`src/logic/dual_timer_pkg.sv`:
```
// Package with register map, field positions and reset values of the dual timer.
package dual_timer_pkg;

  localparam logic [11:0] ADDR_MODE     = 12'h000;
  localparam logic [11:0] ADDR_CONTROL  = 12'h004;
  localparam logic [11:0] ADDR_CLOCKSEL = 12'h008;
  localparam logic [11:0] ADDR_CNT0     = 12'h00C;
  localparam logic [11:0] ADDR_CNT1     = 12'h010;
  localparam logic [11:0] ADDR_IRQ_STAT = 12'h014;
  localparam logic [11:0] ADDR_IRQ_MASK = 12'h018;
  localparam logic [11:0] ADDR_IRQ_ACK  = 12'h01C;

  // Timer mode register: per counter a nibble {gate, function, mode_high, mode_low}.
  localparam int MODE_FUNC_BIT0 = 2;
  localparam int MODE_FUNC_BIT1 = 6;
  localparam int MODE_GATE_BIT0 = 3;
  localparam int MODE_GATE_BIT1 = 7;
  localparam int MODE_SEL_LSB0  = 0;
  localparam int MODE_SEL_LSB1  = 4;

  // Timer control register: run bits at 4 and 6, overflow flags at 5 and 7.
  localparam int CTRL_RUN0_BIT  = 4;
  localparam int CTRL_FLAG0_BIT = 5;
  localparam int CTRL_RUN1_BIT  = 6;
  localparam int CTRL_FLAG1_BIT = 7;

  // Clock control register: time-base select bits.
  localparam int CLKSEL_CNT0_BIT = 0;
  localparam int CLKSEL_CNT1_BIT = 1;

  localparam logic [7:0]  MODE_RESET     = 8'h00;
  localparam logic [7:0]  CONTROL_RESET  = 8'h00;
  localparam logic [1:0]  CLKSEL_RESET   = 2'h0;
  localparam logic [15:0] COUNT_RESET    = 16'h0000;

  // Machine cycle: twelve clocks in standard rate, four in fast rate.
  localparam logic [3:0] SLOW_CYCLE_LAST = 4'hB;
  localparam logic [3:0] FAST_CYCLE_LAST = 4'h3;
  // Phase at which pins are sampled (C4) and counts update (C3), as clock index.
  localparam logic [3:0] PHASE_SAMPLE    = 4'h3;
  localparam logic [3:0] PHASE_UPDATE    = 4'h2;

  localparam logic [1:0] TMODE_13BIT  = 2'h0;
  localparam logic [1:0] TMODE_16BIT  = 2'h1;
  localparam logic [1:0] TMODE_RELOAD = 2'h2;
  localparam logic [1:0] TMODE_FREEZE = 2'h3;

  typedef struct packed {
    logic       gate;
    logic       func;
    logic [1:0] mode;
  } cnt_cfg_t;

  typedef struct packed {
    logic [15:0] value;
    logic        wrap;
  } cnt_step_t;

endpackage : dual_timer_pkg

```
`src/logic/dual_timer_counter.sv`:
```
// Two 16-bit timer/counters with modes 0 to 3 (mode 3 holds the count), AHB-Lite registers and interrupt.
module dual_timer_counter (
  input  wire logic        i_clock,
  input  wire logic        i_reset,
  input  wire logic        i_hsel,
  input  wire logic [31:0] i_haddr,
  input  wire logic [1:0]  i_htrans,
  input  wire logic        i_hwrite,
  input  wire logic [2:0]  i_hsize,
  input  wire logic [31:0] i_hwdata,
  input  wire logic        i_hready,
  output logic      [31:0] o_hrdata,
  output logic             o_hreadyout,
  output logic             o_hresp,
  input  wire logic        i_count_pin_zero,
  input  wire logic        i_count_pin_one,
  input  wire logic [1:0]  i_external_irq_pin,
  input  wire logic [1:0]  i_service_entry,
  output logic      [1:0]  o_overflow_flag,
  output logic             o_irq
);

  logic [7:0]  timer_mode_register_q;
  logic [7:0]  timer_control_register_q;
  logic [1:0]  clock_control_register_q;
  logic [7:0]  cnt_high_q [2];
  logic [7:0]  cnt_low_q  [2];
  logic [1:0]  irq_mask_q;
  logic [2:0]  pin0_sync_q;
  logic [2:0]  pin1_sync_q;
  logic [2:0]  gate0_sync_q;
  logic [2:0]  gate1_sync_q;
  logic [1:0]  pin_level_q;
  logic [1:0]  gate_level_q;
  logic [1:0]  pin_sample_q;
  logic [1:0]  edge_pending_q;
  logic [3:0]  phase_q    [2];
  logic        wr_pend_q;
  logic [11:0] wr_addr_q;
  logic [31:0] rdata_d;
  logic [1:0]  flag_set;
  logic [1:0]  tick;
  logic [1:0]  update_now;
  logic [1:0]  sample_now;
  logic        bus_take;
  logic [1:0]  run_bit;
  logic [1:0]  src_sel;
  dual_timer_pkg::cnt_cfg_t  cfg  [2];
  dual_timer_pkg::cnt_step_t step [2];

  function automatic dual_timer_pkg::cnt_cfg_t cfg_of(input logic [7:0] mode_reg,
                                                      input int idx);
    dual_timer_pkg::cnt_cfg_t c;
    c = (idx == 0) ? dual_timer_pkg::cnt_cfg_t'(mode_reg[3:0])
                   : dual_timer_pkg::cnt_cfg_t'(mode_reg[7:4]);
    return c;
  endfunction : cfg_of

  // One increment of a counter in the given mode, reporting overflow.
  function automatic dual_timer_pkg::cnt_step_t count_step(input logic [1:0] mode,
                                                           input logic [7:0] hi,
                                                           input logic [7:0] lo);
    dual_timer_pkg::cnt_step_t s;
    logic [8:0] lo_next;
    logic [8:0] hi_next;
    lo_next = {1'b0, lo} + 9'h001;
    hi_next = {1'b0, hi} + 9'h001;
    s.value = {hi, lo};
    s.wrap  = 1'b0;
    case (mode)
      dual_timer_pkg::TMODE_13BIT: begin
        // Upper three low bits are left as they stand.
        if (lo[4:0] == 5'h1F) begin
          s.value = {hi_next[7:0], lo[7:5], 5'h00};
          s.wrap  = hi_next[8];
        end else begin
          s.value = {hi, lo[7:5], lo_next[4:0]};
        end
      end
      dual_timer_pkg::TMODE_16BIT: begin
        s.value = {hi, lo} + 16'h0001;
        s.wrap  = ({hi, lo} == 16'hFFFF);
      end
      dual_timer_pkg::TMODE_RELOAD: begin
        s.value = lo_next[8] ? {hi, hi} : {hi, lo_next[7:0]};
        s.wrap  = lo_next[8];
      end
      default: begin
        s.value = {hi, lo};
        s.wrap  = 1'b0;
      end
    endcase
    return s;
  endfunction : count_step

  // True when the pending data phase writes the given register.
  function automatic logic write_hit(input logic        pend,
                                     input logic [11:0] addr,
                                     input logic [11:0] target);
    return pend && (addr == target);
  endfunction : write_hit

  // Both overflow flags as one vector, counter 1 in the upper bit.
  function automatic logic [1:0] flags_of(input logic [7:0] ctl);
    return {ctl[dual_timer_pkg::CTRL_FLAG1_BIT], ctl[dual_timer_pkg::CTRL_FLAG0_BIT]};
  endfunction : flags_of

  // Run bit of one counter, taken from the control register.
  function automatic logic run_of(input logic [7:0] ctl,
                                  input int         idx);
    return (idx == 0) ? ctl[dual_timer_pkg::CTRL_RUN0_BIT]
                      : ctl[dual_timer_pkg::CTRL_RUN1_BIT];
  endfunction : run_of

  // Pins: three flops, a change counts once the last two agree.
  always_ff @(posedge i_clock or posedge i_reset) begin
    if (i_reset) begin
      pin0_sync_q  <= 3'h0;
      pin1_sync_q  <= 3'h0;
      gate0_sync_q <= 3'h0;
      gate1_sync_q <= 3'h0;
      pin_level_q  <= 2'h0;
      gate_level_q <= 2'h0;
    end else begin
      pin0_sync_q  <= {pin0_sync_q[1:0], i_count_pin_zero};
      pin1_sync_q  <= {pin1_sync_q[1:0], i_count_pin_one};
      gate0_sync_q <= {gate0_sync_q[1:0], i_external_irq_pin[0]};
      gate1_sync_q <= {gate1_sync_q[1:0], i_external_irq_pin[1]};
      if (pin0_sync_q[2] == pin0_sync_q[1]) begin
        pin_level_q[0] <= pin0_sync_q[2];
      end
      if (pin1_sync_q[2] == pin1_sync_q[1]) begin
        pin_level_q[1] <= pin1_sync_q[2];
      end
      if (gate0_sync_q[2] == gate0_sync_q[1]) begin
        gate_level_q[0] <= gate0_sync_q[2];
      end
      if (gate1_sync_q[2] == gate1_sync_q[1]) begin
        gate_level_q[1] <= gate1_sync_q[2];
      end
    end
  end

  // Machine-cycle phase per counter; the rate follows its time-base bit.
  // Each counter keeps its own phase, so changing one time base leaves the other alone.
  // A phase beyond the new last value after a switch to the fast rate restarts at once.
  always_ff @(posedge i_clock or posedge i_reset) begin
    if (i_reset) begin
      phase_q[0] <= 4'h0;
      phase_q[1] <= 4'h0;
    end else begin
      for (int i = 0; i < 2; i++) begin
        if (phase_q[i] >= (clock_control_register_q[i] ? dual_timer_pkg::FAST_CYCLE_LAST
                                                       : dual_timer_pkg::SLOW_CYCLE_LAST)) begin
          phase_q[i] <= 4'h0;
        end else begin
          phase_q[i] <= phase_q[i] + 4'h1;
        end
      end
    end
  end

  always_comb begin
    for (int i = 0; i < 2; i++) begin
      sample_now[i] = (phase_q[i] == dual_timer_pkg::PHASE_SAMPLE);
      update_now[i] = (phase_q[i] == dual_timer_pkg::PHASE_UPDATE);
    end
  end

  // Edge detection at C4; the edge is held and spent at the next C3.
  // The sample starts low after reset, so a pin that idles high gives no false edge.
  // Only one edge can wait per machine cycle, which is why the source must stay slow.
  always_ff @(posedge i_clock or posedge i_reset) begin
    if (i_reset) begin
      pin_sample_q   <= 2'h0;
      edge_pending_q <= 2'h0;
    end else begin
      for (int i = 0; i < 2; i++) begin
        if (sample_now[i]) begin
          pin_sample_q[i] <= pin_level_q[i];
          if (pin_sample_q[i] && !pin_level_q[i]) begin
            edge_pending_q[i] <= 1'b1;
          end
        end else if (update_now[i]) begin
          edge_pending_q[i] <= 1'b0;
        end
      end
    end
  end

  // The gate pin is read through its filter, so a glitch shorter than two clocks is lost.
  always_comb begin
    for (int i = 0; i < 2; i++) begin
      cfg[i]      = cfg_of(timer_mode_register_q, i);
      run_bit[i]  = run_of(timer_control_register_q, i);
      src_sel[i]  = cfg[i].func ? edge_pending_q[i] : 1'b1;
      tick[i]     = update_now[i] && src_sel[i] && run_bit[i]
                    && (!cfg[i].gate || gate_level_q[i]);
      step[i]     = count_step(cfg[i].mode, cnt_high_q[i], cnt_low_q[i]);
      flag_set[i] = tick[i] && step[i].wrap;
    end
  end

  // Only the low twelve address bits decode, so the map repeats across the window.
  assign bus_take = i_hsel && i_hready && i_htrans[1];

  // Write address phase is held so the data phase can apply it.
  always_ff @(posedge i_clock or posedge i_reset) begin
    if (i_reset) begin
      wr_pend_q <= 1'b0;
      wr_addr_q <= 12'h000;
    end else if (i_hready) begin
      wr_pend_q <= bus_take && i_hwrite;
      wr_addr_q <= i_haddr[11:0];
    end
  end

  always_ff @(posedge i_clock or posedge i_reset) begin
    if (i_reset) begin
      timer_mode_register_q    <= dual_timer_pkg::MODE_RESET;
      clock_control_register_q <= dual_timer_pkg::CLKSEL_RESET;
      irq_mask_q               <= 2'h0;
    end else if (wr_pend_q) begin
      case (wr_addr_q)
        dual_timer_pkg::ADDR_MODE:     timer_mode_register_q    <= i_hwdata[7:0];
        dual_timer_pkg::ADDR_CLOCKSEL: clock_control_register_q <= i_hwdata[1:0];
        dual_timer_pkg::ADDR_IRQ_MASK: irq_mask_q               <= i_hwdata[1:0];
        default: begin
        end
      endcase
    end
  end

  // Flags: a hardware overflow wins over a same-cycle clear.
  always_ff @(posedge i_clock or posedge i_reset) begin
    if (i_reset) begin
      timer_control_register_q <= dual_timer_pkg::CONTROL_RESET;
    end else begin
      logic [7:0] ctl;
      ctl = timer_control_register_q;
      if (write_hit(wr_pend_q, wr_addr_q, dual_timer_pkg::ADDR_CONTROL)) begin
        ctl = i_hwdata[7:0];
      end
      if (write_hit(wr_pend_q, wr_addr_q, dual_timer_pkg::ADDR_IRQ_STAT)) begin
        if (i_hwdata[0]) ctl[dual_timer_pkg::CTRL_FLAG0_BIT] = 1'b0;
        if (i_hwdata[1]) ctl[dual_timer_pkg::CTRL_FLAG1_BIT] = 1'b0;
      end
      if (i_service_entry[0]) ctl[dual_timer_pkg::CTRL_FLAG0_BIT] = 1'b0;
      if (i_service_entry[1]) ctl[dual_timer_pkg::CTRL_FLAG1_BIT] = 1'b0;
      if (flag_set[0]) ctl[dual_timer_pkg::CTRL_FLAG0_BIT] = 1'b1;
      if (flag_set[1]) ctl[dual_timer_pkg::CTRL_FLAG1_BIT] = 1'b1;
      timer_control_register_q <= ctl;
    end
  end

  // Counts: a software write loses to nothing; a same-cycle tick is dropped.
  always_ff @(posedge i_clock or posedge i_reset) begin
    if (i_reset) begin
      for (int i = 0; i < 2; i++) begin
        cnt_high_q[i] <= dual_timer_pkg::COUNT_RESET[15:8];
        cnt_low_q[i]  <= dual_timer_pkg::COUNT_RESET[7:0];
      end
    end else begin
      for (int i = 0; i < 2; i++) begin
        if (write_hit(wr_pend_q, wr_addr_q, (i == 0) ? dual_timer_pkg::ADDR_CNT0
                                                     : dual_timer_pkg::ADDR_CNT1)) begin
          cnt_high_q[i] <= i_hwdata[15:8];
          cnt_low_q[i]  <= i_hwdata[7:0];
        end else if (tick[i]) begin
          cnt_high_q[i] <= step[i].value[15:8];
          cnt_low_q[i]  <= step[i].value[7:0];
        end
      end
    end
  end

  always_comb begin
    rdata_d = 32'h0000_0000;
    case (i_haddr[11:0])
      dual_timer_pkg::ADDR_MODE:     rdata_d[7:0]  = timer_mode_register_q;
      dual_timer_pkg::ADDR_CONTROL:  rdata_d[7:0]  = timer_control_register_q;
      dual_timer_pkg::ADDR_CLOCKSEL: rdata_d[1:0]  = clock_control_register_q;
      dual_timer_pkg::ADDR_CNT0:     rdata_d[15:0] = {cnt_high_q[0], cnt_low_q[0]};
      dual_timer_pkg::ADDR_CNT1:     rdata_d[15:0] = {cnt_high_q[1], cnt_low_q[1]};
      dual_timer_pkg::ADDR_IRQ_STAT: rdata_d[1:0]  = o_overflow_flag;
      dual_timer_pkg::ADDR_IRQ_MASK: rdata_d[1:0]  = irq_mask_q;
      default:                       rdata_d       = 32'h0000_0000;
    endcase
  end

  // Read data is registered at the address phase, so no wait state is needed.
  always_ff @(posedge i_clock or posedge i_reset) begin
    if (i_reset) begin
      o_hrdata    <= 32'h0000_0000;
      o_hreadyout <= 1'b1;
      o_hresp     <= 1'b0;
    end else begin
      o_hreadyout <= 1'b1;
      o_hresp     <= 1'b0;
      if (bus_take && !i_hwrite) begin
        o_hrdata <= rdata_d;
      end
    end
  end

  // Flags and interrupt leave through flip-flops, one cycle behind the control register.
  // The extra cycle keeps the outputs glitch free at the cost of one clock of latency.
  always_ff @(posedge i_clock or posedge i_reset) begin
    if (i_reset) begin
      o_overflow_flag <= 2'h0;
      o_irq           <= 1'b0;
    end else begin
      o_overflow_flag <= flags_of(timer_control_register_q);
      o_irq           <= |(flags_of(timer_control_register_q) & irq_mask_q);
    end
  end

endmodule : dual_timer_counter

```
`config.mk`:
```
export PLATFORM = sky130hd
export DESIGN_NAME = dual_timer_counter
export DESIGN_NICKNAME = d
export VERILOG_FILES = /design/src/logic/dual_timer_pkg.sv /design/src/logic/dual_timer_counter.sv
export SDC_FILE = /design/constraint.sdc
export NUM_CORES = 1
export LEC_CHECK = 0
export BUFFER_PORTS_ARGS = -buffer_cell sky130_fd_sc_hd__clkbuf_2
export CAP_MARGIN = 5
export CORE_MARGIN = 1.5
export CORE_UTILIZATION = 35
export DETAILED_ROUTE_END_ITERATION = 12
export MAX_ROUTING_LAYER = met4
export PLACE_DENSITY_LB_ADDON = 0.1
export SYNTH_ARGS = -nofsm -noshare
export SYNTH_HDL_FRONTEND = slang
export SYNTH_SLANG_ARGS = --single-unit
```
`constraint.sdc`:
```
create_clock -name i_clock -period 9.58 [get_ports i_clock]
set_input_delay 0.958 -clock i_clock [delete_from_list [all_inputs] [get_ports i_clock]]
set_output_delay 0.958 -clock i_clock [all_outputs]
set_load 0.01 [all_outputs]
```
# Word-level counts from Yosys, hierarchy flattened
# Cells that the tools add are included.
# W data, S select, Z words.
# word_totals
register_bits	112
out_inout_bits	37
elab_cells	168
# op_classes
addsub	8
n_lt_le_gt_ge	2
eq_ne	36
n_mux	40
bitwise_logic	1
n_reduce_logical	51
# ops
operator	count
$pmux W17 S3	2
$mux W8	11
$eq A12 B5 Y1 const B	6
$eq A12 B4 Y1 const B	4
$add A8 B1 Y9 const B	4
$add A16 B1 Y16 const B	2
$eq A16 B16 Y1 const B	2
$mux W16	2
$eq A12 B3 Y1 const B	2
$logic_not A12 Y1	2
$pmux W6 S4	1
$logic_and A1 B1 Y1	18
$mux W1	18
$eq A4 B2 Y1 const B	4
$mux W4	4
$pmux W8 S2	1
$pmux W2 S7	1
$reduce_and A2 Y1	7
$reduce_bool A3 Y1	4
$eq A5 B5 Y1 const B	2
$add A4 B1 Y4 const B	2
$ge A4 B4 Y1	2
$ne A2 B2 Y1 const B	4
$reduce_and A4 Y1	2
13 further kinds	31

# Logic depth before layout (Yosys ltp)
# Gate-level depths: netlist of the first run.
# depth
word_depth	7
depth_mapped	9

# Least setup slack after synthesis of the first run
# OpenSTA, ideal clock, no wires.
# synth_path
kind	input to register
start	input i_haddr[6]
end	register o_hrdata[8]
arrival_ns	2.260
path_slack_ns	7.237
path_stages	6
n_path_buf	1
cell_sequence	nor4_1 -> nand3_1 -> nor4b_2 -> buf_2 -> a22oi_1 -> o21ai_0
# synth_via
elab_chain_len	2
word_cells_on_any_way	3
cone_classes	eq/ne: 2; mux: 1
# synth_lines
item	line_no	source
from (decl)	dual_timer_counter.sv:6	input wire logic [31:0] i_haddr,
$eq A12 B5 Y1 or $eq A12 B4 Y1 (tied branches)	dual_timer_counter.sv:279	case (i_haddr[11:0])
$pmux W8 S2 (*)	dual_timer_counter.sv:279	
to (signal assigned)	dual_timer_counter.sv:301	o_hrdata <= rdata_d;
to (decl)	dual_timer_counter.sv:12	output logic [31:0] o_hrdata,
# Mark *: on every way between the ends. The rest lies on a longest branch, timed or not.
# A chain may end at the register's enable or synchronous reset.

# Worst setup path after layout of the first run
# layout_path
start	register wr_addr_q[5]
end	register cnt_low_q[11] (netlist bit)
# layout_via
elab_chain_len	4
word_cells_on_any_way	6
cone_classes	eq/ne: 1; mux: 1; reduce/logical: 4
# layout_lines
item	line_no	source
from (decl)	dual_timer_counter.sv:39	logic [11:0] wr_addr_q;
from (signal assigned)	dual_timer_counter.sv:214	wr_addr_q <= i_haddr[11:0];
$eq A12 B4 Y1 (*)	dual_timer_counter.sv:100	return pend && (addr == target);
$logic_and A1 B1 Y1 (*)	dual_timer_counter.sv:100	
$reduce_bool A4 Y1 (no source line) or $reduce_bool A2 Y1 (tied branches)	-	
$reduce_and A2 Y1 (no source line)	-	
to (signal, indexed assignment)	dual_timer_counter.sv:261	cnt_low_q[i] <= dual_timer_pkg::COUNT_RESET[7:0];
to (signal, indexed assignment)	dual_timer_counter.sv:268	cnt_low_q[i] <= i_hwdata[7:0];
to (signal, indexed assignment)	dual_timer_counter.sv:271	cnt_low_q[i] <= step[i].value[7:0];
to (decl)	dual_timer_counter.sv:27	logic [7:0] cnt_low_q [2];
# Marks and branches as above.

==> key figures, run 1 <==
Outcome
  • Status: finished, violations left
  • Failing checks: DRC

Place
  • GPL Wtd Cong: 0.827
  • Hpwl dp: 13400 µm
  • Post-Place Cells: 936
  • Input/output buffers: 58

Yosys
  • Area leader, netlist: dfrtp_1
  • Ranking of synthesized cells by area: dfrtp_1, mux2_2, ha_1
  • Top-area cell type share of the netlist area: 43.3%
  • Number of synthesized flops with an enable pin: 0
  • Register area share after synthesis: 43.3%
  • Synth unique cells: 66
  • Post-Syn Area: 6480 µm²
  • Mapped Cells: 688
  • FFs w/ async S/R, synth: 100%
  • Synthesis-stage register bit count: 112
  • Ys Warns: 0
  • Avg Synthesized Cell Area: 9.42 µm²
  • Top_reg_cell synth: dfrtp_1

Routing
  • Routed len/inst: 19.0 µm
  • Remaining antenna violation count: 0
  • Drt drc: 4
  • Vias per cell: 5.60
  • DRT iter0 DRCs: 409
  • DR pass1 iterations: 9
  • DR vias: 5334
  • Drt total wl: 18100 µm

Critical path
  • WP data arrival: 2.81 ns
  • Critical setup path kind: reg2reg
  • Reg2reg end: cnt_low_q[11]
  • CP Max Fanout: 24
  • Setup crit end: cnt_low_q[11]
  • Depth of the most critical reg-to-reg path: 6
  • Worst setup EP type: flip-flop
  • CP startpoint kind: flip-flop
  • Reg2Reg Setup Slack: 7.05 ns
  • Worst reg2reg path startpoint: wr_addr_q[5]
  • Worst setup path startpoint: wr_addr_q[5]
  • Worst path required time: 9.86 ns

Clock tree
  • Max Buffers Root-to-Sink: 2
  • Worst-path clk slew: 0.08 ns
  • CTS root buffer: clkbuf_16
  • Worst skew pair latency: 0.37 ns
  • CTS tree: yes
  • H-tree levels: 3
  • CTS-repair resized insts: 0
  • Clock buffer count from CTS: 9
  • Hold buffer count at CTS: 0
  • Clk sinks: 112
  • Post-CTS setup buffer count: 0

Floorplanning
  • Die W: 139 µm
  • Core Region: 18100 µm²
  • Die ar.: 19300 µm²
  • I/O pin total: 117
  • Initial core utilization: 35.8%
  • Die Height: 139 µm
  • FP Rows: 49

Cells and area
  • Post-layout util: 39.4%
  • N_diodes: 0
  • NumNets Final: 818
  • Layout cell share with drive strength beyond 1: 17.7%
  • Area Growth Syn to Fin: 10.1%
  • Post-route insts no fill: 952
  • # fillers: 1803

Power
  • PD cells: 203 nW/µm²
  • Leak: 3.00 nW
  • IR drop worst, VDD: 0.113 mV

Global routing
  • Vias in the first global route: 5174
  • Overall Global Routing Usage: 19.8%
  • Initial antenna violation count: 0
  • Final global-route overflow total: 0
  • First-pass GRT wire length: 29000 µm
  • Largest net degree at the start of global routing: 64

Timing
  • Final Hold Fails: 0
  • Fmax: 0.396 GHz
  • Worst-Margin Slew: 1.03 ns
  • Final setup viols: 0
  • Final Cycle Share: 26.4%
  • Final min period: 2.53 ns
  • Setup Skew: 0.0119 ns
  • Setup_tns: 0 ns
  • Relative slew margins: 30.4%
  • Unrepaired setup endpoints after global routing: false
  • Fin. max-slew vios: 0

Worst hold path
  • Worst hold path class: reg2reg
  • Depth of the worst hold-timing path: 0

Flow run
  • Max-cap violations: 0
[power breakdown]
| part | switching, mW | leakage [nW] | internal (mW) |
|---|---|---|---|
| Sequential | 0.163 | 1.36 | 0.561 |
| Clock | 0.191 | 0.141 | 0.190 |
| Combinational | 0.182 | 1.50 | 0.161 |
[metrics by stage]
stage	power (mW)	hold WS, ns	cell area (µm²)	setup slack [ns]
3_5_place_dp	1.08	0.336	6830	6.81
3_3_place_gp	1.06	0.334	6830	6.82
6_report	1.45	0.353	7130	7.05
2_1_floorplan	0.961	0.331	6540	5.66
5_1_grt	1.55	0.360	7130	6.78
4_1_cts	1.46	0.357	7130	7.03
[sequential cells by signal (all words and copies together), names as in the netlist, 3 cells and up]
signal                    count
pin0_sync_q                   3
pin1_sync_q                   3
phase_q                       8
gate1_sync_q                  3
cnt_high_q                   16
wr_addr_q                    12
timer_control_register_q      8
gate0_sync_q                  3
cnt_low_q                    16
o_hrdata                     16
timer_mode_register_q         8
[cells in the final DEF, fill, tap and decap left out, drive strengths merged, types with 12 or more instances in the layout]
cell type  netlist  final
nor3            12     12
nand4           12     12
a21oi           46     46
nor2            53     53
and3            13     13
nand3           21     21
clkbuf          27     68
nand2           66     66
inv             21     22
o21ai           53     53
conb             2     18
ha              20     20
dfrtp          112    112
a22oi           22     22
mux2            31     31
[cells in the mapped netlist, types with 3 or more instances]
master	count
and2_1	5
a211oi_1	5
xor2_1	6
a21o_1	3
buf_4	21
clkbuf_1	27
mux2i_1	11
maj3_1	4
mux2_2	31
a31oi_1	9
nand4_1	12
a211o_1	3
a22o_1	4
and3_1	13
nand3_1	21
nor4_1	6
a221oi_1	8
inv_1	21
nand2_1	63
o22ai_1	3
xnor2_1	10
o211ai_1	5
nor2_1	53
dfrtp_1	112
buf_2	9
a22oi_1	22
and4_1	3
o31ai_1	5
o21ai_1	6
or3_1	7
ha_1	20
nor3_1	12
nand2b_1	7
o21ai_0	47
a21oi_1	46
nor2b_1	5
[layer usage]
layer	GRT usage [%]	share of wire [%]	vias up
li1	-	-	2525
met1	26.2	46	2621
met2	31.1	47	160
met3	4.42	5.7	28
met4	4.31	1.6	0
met5	-	0	-
[final cells by class]
type                    instances  area (µm²)  area share, %
inverters                      21        81.3           1.14
flip-flops and latches        112        2800           39.3
multi-input cells             512        3340           46.8
repair buffers                 62         320           4.49
clock inverters                 6        65.1          0.912
well taps                     229         287           4.02
clock buffers                  10         239           3.35
[cells by family after synthesis]
logic type,after synthesis,synth area share (%)
buffers and inverters,80,6.14
adders and majority gates,24,4.48
other,2,0.116
AOI/OAI and AO/OA,186,18.4
and+or+nand+nor,224,17.7
DFF,112,43.3
xor gates and xnor gates,16,2.16
muxes,44,7.78
[worst min-delay path by stage]
stage	start	to	slack [ns]
after CTS	gate1_sync_q[0]	gate1_sync_q[1]	0.36
after global routing	gate1_sync_q[0]	gate1_sync_q[1]	0.36
final	pin1_sync_q[0]	pin1_sync_q[1]	0.35
after floorplan	gate0_sync_q[0]	gate0_sync_q[1]	0.33
after global placement	gate1_sync_q[0]	gate1_sync_q[1]	0.33
after detailed placement	gate0_sync_q[0]	gate0_sync_q[1]	0.34
[critical path, stage by stage, from the launching register on]
cell and delay [ns]:
dfrtp_1 0.40, nor4_1 0.37, nand2_1 0.19, nor4_4 0.25, and3_1 0.85, a211oi_1 0.14
a22oi_1 0.23
No activity file was read; power rests on OpenSTA's default activity.
==> run 2: changes to the inputs <==
clock period = 2.3 ns   (was 9.58 ns; I/O delays follow)
==> run 2 against run 1 <==
- the flow still finishes with violations (DRC)
- design area rose by 5.3%
- global-route usage up 0.99 points
- sequential power increased to 4.0 times the previous value
- die area did not move
- via count is 3.2% higher
==> key figures, run 2 (synthesis results as in run 1) <==
Critical path
  • Worst path required time: 2.54 ns
  • CP Max Fanout: 9
  • Critical setup path kind: reg2reg
  • Crit path max-delay family: compound AO/OA/AOI/OAI gates
  • WP buf/inv: 2
  • CP startpoint kind: flip-flop
  • Worst path max stage delay: 0.41 ns
  • Worst setup EP type: flip-flop
  • WP data arrival: 2.41 ns
  • Worst reg2reg path startpoint: phase_q[0]
  • Depth of the most critical reg-to-reg path: 9
  • Reg2Reg Setup Slack: 0.13 ns
  • Slowest-stage cell, CP: dfrtp_1
  • CP cell instances: inv_1 -> ha_1 -> nor3b_4 -> o2111ai_4 -> a211o_1 -> buf_4 -> o211ai_1 -> a21boi_0 -> o21ai_0
  • Reg2reg end: cnt_high_q[7]

Routing
  • Routed len/inst: 19.2 µm
  • Remaining antenna violation count: 0
  • Drt drc: 9
  • DRT iter0 DRCs: 347
  • Vias per cell: 5.54
  • DR pass1 iterations: 11
  • Drt total wl: 19000 µm
  • DR vias: 5506

Timing
  • Unrepaired setup endpoints after global routing: false
  • Relative slew margins: 43.5%
  • Setup_tns: 0 ns
  • Final Cycle Share: 94.2%
  • Setup Skew: 0.00834 ns
  • Final min period: 2.17 ns
  • Final Hold Fails: 0
  • Worst-Margin Slew: 0.839 ns
  • Final setup viols: 0
  • PnR worst setup slack: 0.133 ns
  • Min Hold Slack: 0.110 ns
  • Fmax: 0.461 GHz
  • Fin. max-slew vios: 0

Cells and area
  • # fillers: 1789
  • Most common cell after layout, fill and taps aside: dfrtp_1
  • Biggest regs: cnt_high_q: 16 flops, cnt_low_q: 16 flops, o_hrdata: 16 flops
  • N_diodes: 0
  • Design Area, Final: 7520 µm²
  • Layout cell share with drive strength beyond 1: 22.0%
  • NumNets Final: 859
  • Area Growth Syn to Fin: 16.0%
  • Multi-input logic area: 3380 µm²
  • Most frequent cells in the layout: dfrtp_1, nand2_1, clkbuf_2
  • FF/Latch Area: 2800 µm²

Clock tree
  • H-tree levels: 3
  • Clock buffer count from CTS: 9
  • Max Buffers Root-to-Sink: 2
  • Clk sinks: 112
  • Post-CTS setup buffer count: 0
  • CTS tree: yes
  • Worst skew pair latency: 0.36 ns
  • Worst-path clk slew: 0.08 ns
  • CTS root buffer: clkbuf_16

Power
  • Leak: 3.21 nW
  • IR drop worst, VDD: 0.466 mV
  • Total power draw: 6.25 mW
  • PD cells: 832 nW/µm²

Floorplanning
  • Die Height: 139 µm
  • Initial core utilization: 35.8%
  • Die W: 139 µm
  • Core Region: 18100 µm²
  • FP Rows: 49
  • I/O pin total: 117
  • Die ar.: 19300 µm²

Place
  • Input/output buffers: 58
  • Hpwl dp: 14300 µm
  • GPL Wtd Cong: 0.858
  • Pre-CTS setup slack: 0.0868 ns
  • Dpl cell area: 7130 µm²

Global routing
  • Overall Global Routing Usage: 20.8%
  • First-pass GRT wire length: 30300 µm
  • Largest net degree at the start of global routing: 60
  • Final global-route overflow total: 0
  • Vias in the first global route: 5379
  • Initial antenna violation count: 0

Outcome
  • Status: finished, violations left
  • Failing checks: DRC

Worst hold path
  • HP Start: i_haddr[5]
  • Worst hold path class: in2reg
  • Depth of the worst hold-timing path: 2
  • Hold Crit Endpoint: wr_addr_q[5]

Flow run
  • Max-cap violations: 0
[run 2: stage by stage]
| stage | instances | util, % |
|---|---|---|
| final | 993 | 41.6 |
| after global routing | 993 | 41.6 |
| after CTS | 993 | 41.3 |
| after detailed placement | 972 | 39.4 |
| after global placement | 972 | 39.4 |
| after floorplan | 704 | - |
[run 2: area by class of cell]
cell class | instances | area share, %
clock buffers | 9 | 3.00
inverters | 21 | 1.10
well taps | 229 | 3.81
flip-flops and latches | 112 | 37.3
repair buffers | 103 | 8.86
clock inverters | 7 | 0.999
multi-input cells | 512 | 44.9
[run 2: worst register-to-register path, stage by stage, from the launching register on]
cell and delay [ns]:
dfrtp_1 0.41, inv_1 0.07, ha_1 0.14, nor3b_4 0.24
o2111ai_4 0.19, a211o_1 0.31, buf_4 0.18, o211ai_1 0.16
a21boi_0 0.23, o21ai_0 0.12
[run 2: report_power, final]
| group | internal (mW) | leakage (nW) | switching, mW |
|---|---|---|---|
| Clock | 0.772 | 0.148 | 0.833 |
| Combinational | 0.790 | 1.70 | 0.959 |
| Sequential | 2.34 | 1.36 | 0.562 |
[run 2: layer usage]
| metal | track usage, % | vias up | part of all wire (%) |
|---|---|---|---|
| met5 | - | - | 0 |
| met4 | 5.94 | 0 | 1.6 |
| met3 | 3.14 | 20 | 4.4 |
| met2 | 33.1 | 142 | 48 |
| met1 | 27.6 | 2731 | 46 |
| li1 | - | 2613 | - |
[run 2: what timing repair did]
| action | CTS | global route |
|---|---|---|
| endpoints found under the setup margin | 0 | 11 |
| hold endpoints to repair | 9 | 0 |
| hold buffers | 5 | 0 |
| resized for setup | 0 | 7 |
[run 2: how the worst max path moves through the flow]
| stage | startpoint | endpoint | slack [ns] | cells past startpoint |
|---|---|---|---|---|
| 6_report | phase_q[0] | cnt_high_q[7] | 0.13 | 9 |
| 5_1_grt | timer_mode_register_q[0] | cnt_low_q[11] | 0.01 | 6 |
| 4_1_cts | phase_q[0] | cnt_high_q[2] | 0.07 | 8 |
| 3_5_place_dp | phase_q[0] | cnt_high_q[2] | 0.09 | 8 |
| 3_3_place_gp | phase_q[0] | cnt_high_q[2] | 0.1 | 8 |
| 2_1_floorplan | cnt_low_q[0] | cnt_high_q[6] | 0.31 | 8 |
==> run 3: changes to the inputs <==
CORE_UTILIZATION = 51   (was 35)
REMOVE_ABC_BUFFERS = 1   (was not set)
==> run 3 against run 2 <==
- the run now ends clean
- setup slack got worse by 0.019 ns
- largest cell class unchanged
- register-to-register slack got worse by 0.02 ns
- global-route usage rose by 7.5 points
- design area fell by 1.3%
- hold slack improved by 0.00086 ns
- clock-buffer cell count rose by 1
- non-clock buffer count fell by 2
- highest routed layer unchanged
- sequential power barely moved
- wire length fell by 8.0%
- via count rose by 0.24%
- final cell count fell by 6.3%
==> key figures, run 3 (synthesis results as in run 1) <==
Critical path
  • WP data arrival: 2.48 ns
  • Critical setup path kind: reg2reg
  • CP startpoint kind: flip-flop
  • Worst setup EP type: flip-flop
  • CP Max Fanout: 9
  • Worst path required time: 2.60 ns

Power
  • Comb power frac: 27.7%
  • Leak: 3.20 nW
  • Switching power: 2.28 mW
  • PD cells: 836 nW/µm²
  • P_int: 3.92 mW
  • Sw Share: 36.8%
  • Clock group share of total power: 25.5%
  • Sequential power share: 46.8%
  • IR drop worst, VDD: 0.636 mV
  • Total power draw: 6.20 mW

Place
  • Input/output buffers: 58
  • GPL Wtd Cong: 0.901
  • Pre-CTS setup slack: 0.0584 ns
  • Hpwl dp: 13100 µm

Timing
  • Relative slew margins: 57.1%
  • Fmax: 0.458 GHz
  • Final setup viols: 0
  • Final min period: 2.19 ns
  • Fin. max-slew vios: 0
  • Worst-Margin Slew: 0.643 ns
  • Final Hold Fails: 0
  • Final Cycle Share: 95.0%
  • Min Hold Slack: 0.111 ns
  • PnR worst setup slack: 0.114 ns
  • Setup Skew: 0.00928 ns

Floorplanning
  • FP Rows: 40
  • Die W: 116 µm
  • Initial core utilization: 53.1%
  • Die Height: 116 µm
  • I/O pin total: 117
  • Core Region: 12200 µm²
  • Die ar.: 13400 µm²

Clock tree
  • Clock buffer count from CTS: 9
  • Clk sinks: 112
  • H-tree levels: 3
  • CTS root buffer: clkbuf_16
  • Worst skew pair latency: 0.36 ns
  • Worst-path clk slew: 0.08 ns
  • CTS tree: yes
  • Max Buffers Root-to-Sink: 2

Cells and area
  • Area Growth Syn to Fin: 14.5%
  • Most common cell after layout, fill and taps aside: dfrtp_1
  • Most frequent cells in the layout: dfrtp_1, nand2_1, clkbuf_2
  • Layout cell share with drive strength beyond 1: 21.9%
  • N_diodes: 0
  • NumNets Final: 857
  • Biggest regs: cnt_high_q: 16 flops, cnt_low_q: 16 flops, o_hrdata: 16 flops

Global routing
  • Initial antenna violation count: 0
  • First-pass GRT wire length: 27500 µm
  • Overall Global Routing Usage: 28.2%
  • Largest net degree at the start of global routing: 43
  • Final global-route overflow total: 0
  • Vias in the first global route: 5273

Routing
  • Drt total wl: 17500 µm
  • Vias per cell: 5.93
  • DR pass1 iterations: 6
  • Remaining antenna violation count: 0
  • DR vias: 5519
  • Drt drc: 0
  • Routed len/inst: 18.8 µm
  • DRT iter0 DRCs: 433

Worst hold path
  • Worst hold path class: in2reg

Outcome
  • Status: finished, final reports clean

Flow run
  • Max-cap violations: 0
==> run 3: layout make-up <==
| class | count | area (µm²) |
|---|---|---|
| Inverter | 21 | 81.3 |
| Tap cell | 168 | 210 |
| Sequential cell | 112 | 2800 |
| Timing Repair Buffer | 101 | 638 |
| Multi-Input combinational cell | 512 | 3390 |
| Clock buffer | 10 | 239 |
| Clock inverter | 6 | 61.3 |
| Fill cell | 1106 | 4790 |
==> run 3: timing repair <==
| item | CTS | global route |
|---|---|---|
| hold buffers | 5 | 0 |
| endpoints found under the setup margin | 0 | 16 |
| gates resized for setup | 0 | 10 |
| hold endpoints to repair | 33 | 0 |
| buffers inserted | 0 | 1 |
==> run 3: worst paths after layout <==
path	from	end	slack, ns	cells after the start
min in group asynchronous	i_reset	gate1_sync_q[0]	0.41	3
worst max-delay path	cnt_low_q[8]	cnt_high_q[10]	0.11	7
worst max register to register	cnt_low_q[8]	cnt_high_q[10]	0.11	7
worst min register to register	gate1_sync_q[0]	gate1_sync_q[1]	0.36	0
max in group asynchronous	i_reset	o_hrdata[15]	1.25	4
worst min-delay path	i_hwdata[13]	cnt_high_q[13]	0.11	3
==> run 3: power by group through the flow <==
stage | sequential, mW | clock, mW | combinational, mW
final | 2.90 | 1.58 | 1.72
after global routing | 2.96 | 1.70 | 1.93
after CTS | 2.88 | 1.64 | 1.69
after detailed placement | 2.92 | 0 | 1.67
after global placement | 2.90 | 0 | 1.62
after floorplan | 2.78 | 0 | 1.13
==> run 3: critical path, cell delays in order (launching register included) <==
cell and delay (ns):
dfrtp_1 0.47, ha_1 0.22, and4_1 0.34, and2_1 0.40
a32o_1 0.19, o21ai_0 0.06, or3_1 0.31, a21oi_1 0.13
==> run 3: metal layers <==
layer | global-route usage [%] | vias to the layer above | routed length [µm]
li1 | - | 2601 | -
met1 | 35.2 | 2642 | 7450
met2 | 44.6 | 227 | 8330
met3 | 5.07 | 49 | 1000
met4 | 13.8 | 0 | 724
met5 | - | - | 0
==> run 3: stage by stage <==
stage | area [µm²] | setup TNS, ns | instances | util [%]
after global placement | 7010 | 0 | 908 | 57.4
after CTS | 7360 | 0 | 929 | 60.3
final | 7420 | 0 | 930 | 60.7
after floorplan | 6220 | -99.57 | 645 | -
after global routing | 7420 | -0.0246 | 930 | 60.7
after detailed placement | 7010 | 0 | 908 | 57.4
